$ cat src/rtl/hpm_pkg.sv
package hpm_pkg;

    // Register port widths
    localparam int ADDR_W = 7;
    localparam int DATA_W = 8;
    localparam int ATTEN_W = 7;
    localparam int LEVEL_W = 4;

    // Register offsets on page 0
    localparam logic [ADDR_W-1:0] OFS_RIGHT_LINE_TO_LEFT_COM_MIX = 7'h37;
    localparam logic [ADDR_W-1:0] OFS_RIGHT_PREAMP_TO_LEFT_COM_MIX = 7'h38;
    localparam logic [ADDR_W-1:0] OFS_RIGHT_DAC_TO_LEFT_COM_MIX = 7'h39;
    localparam logic [ADDR_W-1:0] OFS_LEFT_COM_DRIVER_LEVEL = 7'h3a;
    localparam logic [ADDR_W-1:0] OFS_LEFT_LINE_TO_RIGHT_HP_MIX = 7'h3b;
    localparam logic [ADDR_W-1:0] OFS_LEFT_PREAMP_TO_RIGHT_HP_MIX = 7'h3c;
    localparam logic [ADDR_W-1:0] OFS_LEFT_DAC_TO_RIGHT_HP_MIX = 7'h3d;
    localparam logic [ADDR_W-1:0] OFS_RIGHT_LINE_TO_RIGHT_HP_MIX = 7'h3e;
    localparam logic [ADDR_W-1:0] OFS_RIGHT_PREAMP_TO_RIGHT_HP_MIX = 7'h3f;

    // Source counts per driver
    localparam int NUM_LCOM_SRC = 3;
    localparam int NUM_RHP_SRC = 5;

    // Field positions
    localparam int ROUTE_BIT = 7;
    localparam int ATTEN_MSB = 6;
    localparam int LEVEL_MSB = 7;
    localparam int LEVEL_LSB = 4;
    localparam int UNMUTE_BIT = 3;
    localparam int HIZ_BIT = 2;
    localparam int STATUS_BIT = 1;
    localparam int POWER_BIT = 0;

    // Reset values
    localparam logic ROUTE_RESET = 1'b0;
    localparam logic [ATTEN_W-1:0] ATTEN_RESET = 7'h00;
    localparam logic [LEVEL_W-1:0] LEVEL_RESET = 4'h0;
    localparam logic UNMUTE_RESET = 1'b0;
    localparam logic HIZ_RESET = 1'b1;
    localparam logic STATUS_RESET = 1'b1;
    localparam logic POWER_RESET = 1'b0;
    localparam logic [DATA_W-1:0] RDATA_RESET = 8'h00;
    localparam logic [DATA_W-1:0] UNMAPPED_RDATA = 8'h00;

    // Gain ramp timing: one code step per interval
    localparam int CLOCK_PERIOD_NS = 20;
    localparam int RAMP_STEP_NS = 20000;
    localparam int RAMP_STEP_CYCLES = RAMP_STEP_NS / CLOCK_PERIOD_NS;
    localparam int RAMP_CNT_W = $clog2(RAMP_STEP_CYCLES);
    localparam logic [RAMP_CNT_W-1:0] RAMP_CNT_LAST = RAMP_CNT_W'(RAMP_STEP_CYCLES - 1);
    localparam logic [RAMP_CNT_W-1:0] RAMP_CNT_ZERO = '0;

    typedef struct packed {
        logic route;
        logic [ATTEN_W-1:0] atten;
    } hpm_mix_t;

    typedef struct packed {
        logic [LEVEL_W-1:0] level;
        logic unmute;
        logic hiz_when_down;
        logic power_up;
    } hpm_drv_t;

    typedef struct packed {
        logic write;
        logic read;
        logic [ADDR_W-1:0] addr;
        logic [DATA_W-1:0] wdata;
    } hpm_reg_req_t;

endpackage

$ cat src/rtl/hpm_headphone_mixer_regs.sv
// How it works
// Mixer bit 7 connects its source to the driver; reset leaves it disconnected.
// Mixer bits 6..0 hold a read/write attenuation code, reset to zero.
// Level bits 7..4 set driver gain 0 to 9 dB, reset 0.
// Software never writes gain codes 10 to 15; they are reserved.
// Level bit 3 unmutes the driver when set; reset leaves it muted.
// Level bit 2 picks high impedance (1, reset) or weak common mode when down.
// Level bit 1 reads 1 while any left-common gain (level or 0x37..0x39 mixer) is still ramping; right driver gains are not tracked.
// Level bit 0 fully powers the driver up when set; reset is 0.
// Offsets 0x37..0x39 feed left-common, 0x3a its level, 0x3b..0x3f right driver.
// Right driver takes the left DAC channel with its own enable and code.
// Writable fields read back as written; status shows ramp progress only.
module hpm_headphone_mixer_regs
    import hpm_pkg::*;
(
    // Clock and reset
    input wire logic clock,
    input wire logic reset,
    // Register port behind the control bus
    input hpm_reg_req_t reg_req,
    output logic [DATA_W-1:0] reg_rdata,
    // Left-common driver
    output hpm_mix_t left_com_mix [NUM_LCOM_SRC],
    output hpm_drv_t left_com_drv,
    output logic vol_pending,
    // Right driver
    output hpm_mix_t right_hp_mix [NUM_RHP_SRC]
);

    hpm_mix_t lcom_setting [NUM_LCOM_SRC];
    hpm_mix_t rhp_setting [NUM_RHP_SRC];
    logic [NUM_LCOM_SRC-1:0] lcom_settled;
    logic [NUM_LCOM_SRC-1:0] lcom_wr;
    logic [NUM_RHP_SRC-1:0] rhp_wr;
    hpm_drv_t drv_setting;
    logic [LEVEL_W-1:0] level_applied;
    logic [RAMP_CNT_W-1:0] ramp_cnt;
    logic step;
    logic level_wr;
    logic gain_wr;
    logic level_settled;
    logic all_settled;
    logic next_pending;
    logic in_lcom;
    logic in_rhp;
    logic [ADDR_W-1:0] lcom_idx;
    logic [ADDR_W-1:0] rhp_idx;
    logic [DATA_W-1:0] level_readback;
    logic [DATA_W-1:0] rd_value;

    // Address decode
    assign in_lcom = reg_req.addr >= OFS_RIGHT_LINE_TO_LEFT_COM_MIX
        && reg_req.addr <= OFS_RIGHT_DAC_TO_LEFT_COM_MIX;
    assign in_rhp = reg_req.addr >= OFS_LEFT_LINE_TO_RIGHT_HP_MIX
        && reg_req.addr <= OFS_RIGHT_PREAMP_TO_RIGHT_HP_MIX;
    assign lcom_idx = reg_req.addr - OFS_RIGHT_LINE_TO_LEFT_COM_MIX;
    assign rhp_idx = reg_req.addr - OFS_LEFT_LINE_TO_RIGHT_HP_MIX;
    assign level_wr = reg_req.write && reg_req.addr == OFS_LEFT_COM_DRIVER_LEVEL;

    // Any write touching a left-common gain restarts the pending flag
    assign gain_wr = level_wr || (|lcom_wr);

    // Ramp tick shared by every gain path
    assign step = ramp_cnt == RAMP_CNT_LAST;

    always_ff @(posedge clock) begin
        if (reset || step) begin
            ramp_cnt <= RAMP_CNT_ZERO;
        end else begin
            ramp_cnt <= ramp_cnt + 1'b1;
        end
    end

    genvar i;
    generate
        for (i = 0; i < NUM_LCOM_SRC; i++) begin : g_lcom
            assign lcom_wr[i] = reg_req.write && in_lcom && lcom_idx == ADDR_W'(i);
            hpm_mix_cell u_cell (
                .clock(clock),
                .reset(reset),
                .wr_en(lcom_wr[i]),
                .wdata(reg_req.wdata),
                .step(step),
                .setting(lcom_setting[i]),
                .applied(left_com_mix[i]),
                .settled(lcom_settled[i])
            );
        end
        // Index 2 is the left DAC channel path
        for (i = 0; i < NUM_RHP_SRC; i++) begin : g_rhp
            assign rhp_wr[i] = reg_req.write && in_rhp && rhp_idx == ADDR_W'(i);
            hpm_mix_cell u_cell (
                .clock(clock),
                .reset(reset),
                .wr_en(rhp_wr[i]),
                .wdata(reg_req.wdata),
                .step(step),
                .setting(rhp_setting[i]),
                .applied(right_hp_mix[i]),
                .settled()
            );
        end
    endgenerate

    // Level register; reserved gain codes are stored as given, software keeps them out
    always_ff @(posedge clock) begin
        if (reset) begin
            drv_setting.level <= LEVEL_RESET;
            drv_setting.unmute <= UNMUTE_RESET;
            drv_setting.hiz_when_down <= HIZ_RESET;
            drv_setting.power_up <= POWER_RESET;
        end else if (level_wr) begin
            drv_setting.level <= reg_req.wdata[LEVEL_MSB:LEVEL_LSB];
            drv_setting.unmute <= reg_req.wdata[UNMUTE_BIT];
            drv_setting.hiz_when_down <= reg_req.wdata[HIZ_BIT];
            drv_setting.power_up <= reg_req.wdata[POWER_BIT];
        end
    end

    // Output gain ramps one dB per step
    always_ff @(posedge clock) begin
        if (reset) begin
            level_applied <= LEVEL_RESET;
        end else if (step && level_applied < drv_setting.level) begin
            level_applied <= level_applied + 4'h1;
        end else if (step && level_applied > drv_setting.level) begin
            level_applied <= level_applied - 4'h1;
        end
    end

    always_ff @(posedge clock) begin
        if (reset) begin
            left_com_drv.level <= LEVEL_RESET;
            left_com_drv.unmute <= UNMUTE_RESET;
            left_com_drv.hiz_when_down <= HIZ_RESET;
            left_com_drv.power_up <= POWER_RESET;
        end else begin
            left_com_drv.level <= level_applied;
            left_com_drv.unmute <= drv_setting.unmute;
            left_com_drv.hiz_when_down <= drv_setting.hiz_when_down;
            left_com_drv.power_up <= drv_setting.power_up;
        end
    end

    // Status only clears on a ramp tick, so it never reads settled mid-write
    assign level_settled = level_applied == drv_setting.level;
    assign all_settled = level_settled && (&lcom_settled);
    assign next_pending = gain_wr ? 1'b1 : (step ? !all_settled : vol_pending);

    always_ff @(posedge clock) begin
        if (reset) begin
            vol_pending <= STATUS_RESET;
        end else begin
            vol_pending <= next_pending;
        end
    end

    // Readback
    assign level_readback = {drv_setting.level, drv_setting.unmute,
        drv_setting.hiz_when_down, vol_pending, drv_setting.power_up};
    assign rd_value = in_lcom ? lcom_setting[lcom_idx[1:0]]
        : in_rhp ? rhp_setting[rhp_idx[2:0]]
        : reg_req.addr == OFS_LEFT_COM_DRIVER_LEVEL ? level_readback
        : UNMAPPED_RDATA;

    always_ff @(posedge clock) begin
        if (reset) begin
            reg_rdata <= RDATA_RESET;
        end else if (reg_req.read) begin
            reg_rdata <= rd_value;
        end
    end

endmodule

$ cat src/rtl/hpm_mix_cell.sv
module hpm_mix_cell
    import hpm_pkg::*;
(
    // Clock and reset
    input wire logic clock,
    input wire logic reset,
    // Register write and ramp tick
    input wire logic wr_en,
    input wire logic [DATA_W-1:0] wdata,
    input wire logic step,
    // State
    output hpm_mix_t setting,
    output hpm_mix_t applied,
    output logic settled
);

    logic atten_up;
    logic atten_down;

    assign atten_up = applied.atten < setting.atten;
    assign atten_down = applied.atten > setting.atten;
    assign settled = applied == setting;

    always_ff @(posedge clock) begin
        if (reset) begin
            setting.route <= ROUTE_RESET;
            setting.atten <= ATTEN_RESET;
        end else if (wr_en) begin
            setting.route <= wdata[ROUTE_BIT];
            setting.atten <= wdata[ATTEN_MSB:0];
        end
    end

    // Attenuation walks one code per step to avoid zipper noise
    always_ff @(posedge clock) begin
        if (reset) begin
            applied.route <= ROUTE_RESET;
            applied.atten <= ATTEN_RESET;
        end else begin
            applied.route <= setting.route;
            if (step && atten_up) begin
                applied.atten <= applied.atten + 7'h01;
            end else if (step && atten_down) begin
                applied.atten <= applied.atten - 7'h01;
            end
        end
    end

endmodule

$ cat config.mk
export PLATFORM = sky130hd
export DESIGN_NAME = hpm_headphone_mixer_regs
export DESIGN_NICKNAME = d
export VERILOG_FILES = /design/src/rtl/hpm_pkg.sv /design/src/rtl/hpm_headphone_mixer_regs.sv /design/src/rtl/hpm_mix_cell.sv
export SDC_FILE = /design/constraint.sdc
export NUM_CORES = 1
export LEC_CHECK = 0
export BUFFER_PORTS_ARGS = -buffer_cell sky130_fd_sc_hd__buf_2
export CAP_MARGIN = 20
export CELL_PAD_IN_SITES_DETAIL_PLACEMENT = 1
export CELL_PAD_IN_SITES_GLOBAL_PLACEMENT = 2
export CORE_MARGIN = 4
export CORE_UTILIZATION = 38
export CTS_CLUSTER_DIAMETER = 120
export CTS_CLUSTER_SIZE = 20
export DETAILED_ROUTE_END_ITERATION = 10
export GPL_TIMING_DRIVEN = 0
export PLACE_DENSITY = 0.81
export SETUP_SLACK_MARGIN = 0.3
export SLEW_MARGIN = 20
export SYNTH_ARGS = -nofsm -noshare
export SYNTH_HDL_FRONTEND = slang
export SYNTH_HIERARCHICAL = 1
export SYNTH_SLANG_ARGS = --single-unit
$ cat constraint.sdc
create_clock -name clock -period 5.7 [get_ports clock]
set_input_delay 0.285 -clock clock [delete_from_list [all_inputs] [get_ports clock]]
set_output_delay 0.285 -clock clock [all_outputs]
set_load 0.005 [all_outputs]
==> run metrics <==
hold endpoint g_lcom[0].u_cell/setting[1]$_SDFFE_PP0P_; site row count 60; status finished clean; switching share of power 0.2362; Critical Path AT 4.58 ns; Power Total 2.402 mW; clk slew on worst S/H paths 0.06 ns; Comb pwr share 0.057; hold path start reg_req[1]; Core ar. 27250 µm²; H-tree depth 4; Reg-to-Reg End g_lcom[0].u_cell/applied[6]$_SDFFE_PP0P_; Initial Util 0.3895; Synth Cell Area 10610 µm²; Reg2Reg Setup Slack 1.43 ns; routed wire length per instance 17.41 µm; Area after DPL 11580 µm²; post-route ant nets 0; vias in the first global route 8924; Clock Skews 0.008298 ns; WHS 0.3128 ns; crit end category flip-flop; Pre-antenna DRT Iters 4; die width 175.1 µm; final net count 1425; DR vias 8800; GRT Util Overall 0.1876; actual slew at the worst max-slew pin 0.6721 ns; total congestion overflow 0; Area Growth Syn to Fin 14.30%; Synth Warn # 6; Final Cell Area 12130 µm²; Max Cap Viol 0; Die H 175.1 µm; Iter 0 DRT Violations 385; Slew HR 0.5511; Post-CTS Setup Repair Bufs 0; critical-path maximum fanout 9; critical path class reg2reg; CP Data Required Time 6.01 ns; peak supply drop 0.2215 mV; hold depth 3; layout cells sized above 1 0.1455; CTS resizes 0; syn_nets 1308; clock buffer depth 2; Critical Path Start Type flip-flop; leakage power 4.828 nW; Final period util 0.7494; via/cell ratio 5.288; Reg power frac 0.486; # IOs 99; unrepaired setup endpoints after global routing false; largest net degree at the start of global routing 17; Pwr Density 198.0 nW/µm²; # clock sinks 165; reg2reg path depth 12; Remaining DRCs 0; Final setup violation count 0; HP Class in2reg; wire length after detailed routing 28970 µm; final count of hold timing violations 0; Tmin final 4.272 ns; input/output buffers 96; Antenna diodes 0; Clk pwr share 0.457; global-route wire length before repair 46690 µm; FILL cells 3216; die area 30670 µm²; synthesized instance count 1164; Post-DP HPWL 22520 µm; CTS tree done; root buffer cell clkbuf_16; initial antenna violation count 5; Reg-to-Reg Start ramp_cnt[0]$_SDFF_PP0_; number of CTS-inserted buffers 17; final slew viol count 0; Psw 0.5673 mW; worst skew pair latency 0.43 ns; FMAX 234.1 MHz; Hold-fix buffers, CTS 0; post-synthesis area per instance 9.118 µm²; internal power 1.835 mW; RePlAce Congestion 0.8495
per-stage QoR:
step | std cells | setup TNS, ns | setup WS, ns | util
6_report | 1664 | 0 | 1.428 | 0.4452
5_1_grt | 1664 | 0 | 1.176 | 0.4452
4_1_cts | 1664 | 0 | 1.402 | 0.4452
3_5_place_dp | 1634 | 0 | 1.445 | 0.4249
3_3_place_gp | 1632 | -7.902 | -1.035 | 0.4242
2_1_floorplan | 1164 | 0 | 1.159 | -
how the worst max path moves through the flow:
stage / to / depth (start not counted) / from
6_report: g_lcom[0].u_cell/applied[6]$_SDFFE_PP0P_ / 12 / ramp_cnt[0]$_SDFF_PP0_
5_1_grt: g_lcom[0].u_cell/applied[6]$_SDFFE_PP0P_ / 12 / ramp_cnt[0]$_SDFF_PP0_
4_1_cts: g_lcom[0].u_cell/applied[6]$_SDFFE_PP0P_ / 12 / ramp_cnt[0]$_SDFF_PP0_
3_5_place_dp: g_lcom[0].u_cell/applied[6]$_SDFFE_PP0P_ / 12 / ramp_cnt[0]$_SDFF_PP0_
3_3_place_gp: g_lcom[2].u_cell/applied[6]$_SDFFE_PP0P_ / 11 / ramp_cnt[0]$_SDFF_PP0_
2_1_floorplan: g_lcom[0].u_cell/applied[6]$_SDFFE_PP0P_ / 11 / ramp_cnt[0]$_SDFF_PP0_
power groups by stage:
stage | clock network [mW] | logic, mW | registers [mW]
3_3_place_gp | 0 | 0.133 | 1.19
5_1_grt | 1.18 | 0.148 | 1.17
3_5_place_dp | 0 | 0.136 | 1.19
6_report | 1.10 | 0.136 | 1.17
2_1_floorplan | 0 | 0.0812 | 1.19
4_1_cts | 1.13 | 0.137 | 1.17
worst max-delay path, cell delays in order (launching register included):
cell and delay (ns):
dfxtp_1 0.37, ha_1 0.25, nand4b_1 0.14, nor3b_2 0.50
buf_4 0.30, nand2b_1 0.13, or3_1 0.51, fa_1 0.48
a21o_1 0.20, a221o_1 0.31, or4b_1 0.47, mux2i_1 0.16
mux2_1 0.33
area by class of cell:
type / instances / area, µm² / area share
clock buffers: 22 / 474.2 / 0.03909
plain buffers: 39 / 187.7 / 0.01547
clock inverters: 8 / 77.57 / 0.006394
inverters: 71 / 266.5 / 0.02197
multi-input cells: 889 / 6862 / 0.5656
well taps: 372 / 465.4 / 0.03837
flip-flops and latches: 165 / 3303 / 0.2723
repair buffers: 98 / 495.5 / 0.04084
cell usage in the layout, fill, tap and decap left out, drive strengths merged, types with 7 or more instances in the layout:
master,n
nor2,193
dfxtp,165
ha,116
mux2i,110
buf,110
inv,71
a21oi,52
clkbuf,49
nand2,41
o21ai,38
nor2b,35
xnor2,31
a211oi,30
nand3,25
a21o,18
nand4,18
mux2,12
and3,11
nand2b,11
or4b,11
a31oi,10
a211o,10
a22oi,9
and2,9
fa,9
mux4,8
nand3b,8
o211ai,8
xor2,7
nor3b,7
or2,7
layer usage:
layer / vias up / routed length, µm / track usage
li1: 4370 / - / -
met1: 4304 / 13540 / 0.2426
met2: 85 / 14330 / 0.3295
met3: 31 / 776 / 0.03245
met4: 10 / 269 / 0.03797
met5: - / 61 / 0
flip-flops by register name (all words and copies together) (netlist names):
| signal | cells |
|---|---|
| g_rhp.u_cell/applied | 40 |
| g_rhp.u_cell/setting | 40 |
| g_lcom.u_cell/applied | 24 |
| g_lcom.u_cell/setting | 24 |
| ramp_cnt | 10 |
| reg_rdata | 8 |
| drv_setting | 7 |
| left_com_drv | 7 |
| level_applied | 4 |
| vol_pending | 1 |
No activity file was read; power rests on OpenSTA's default activity.
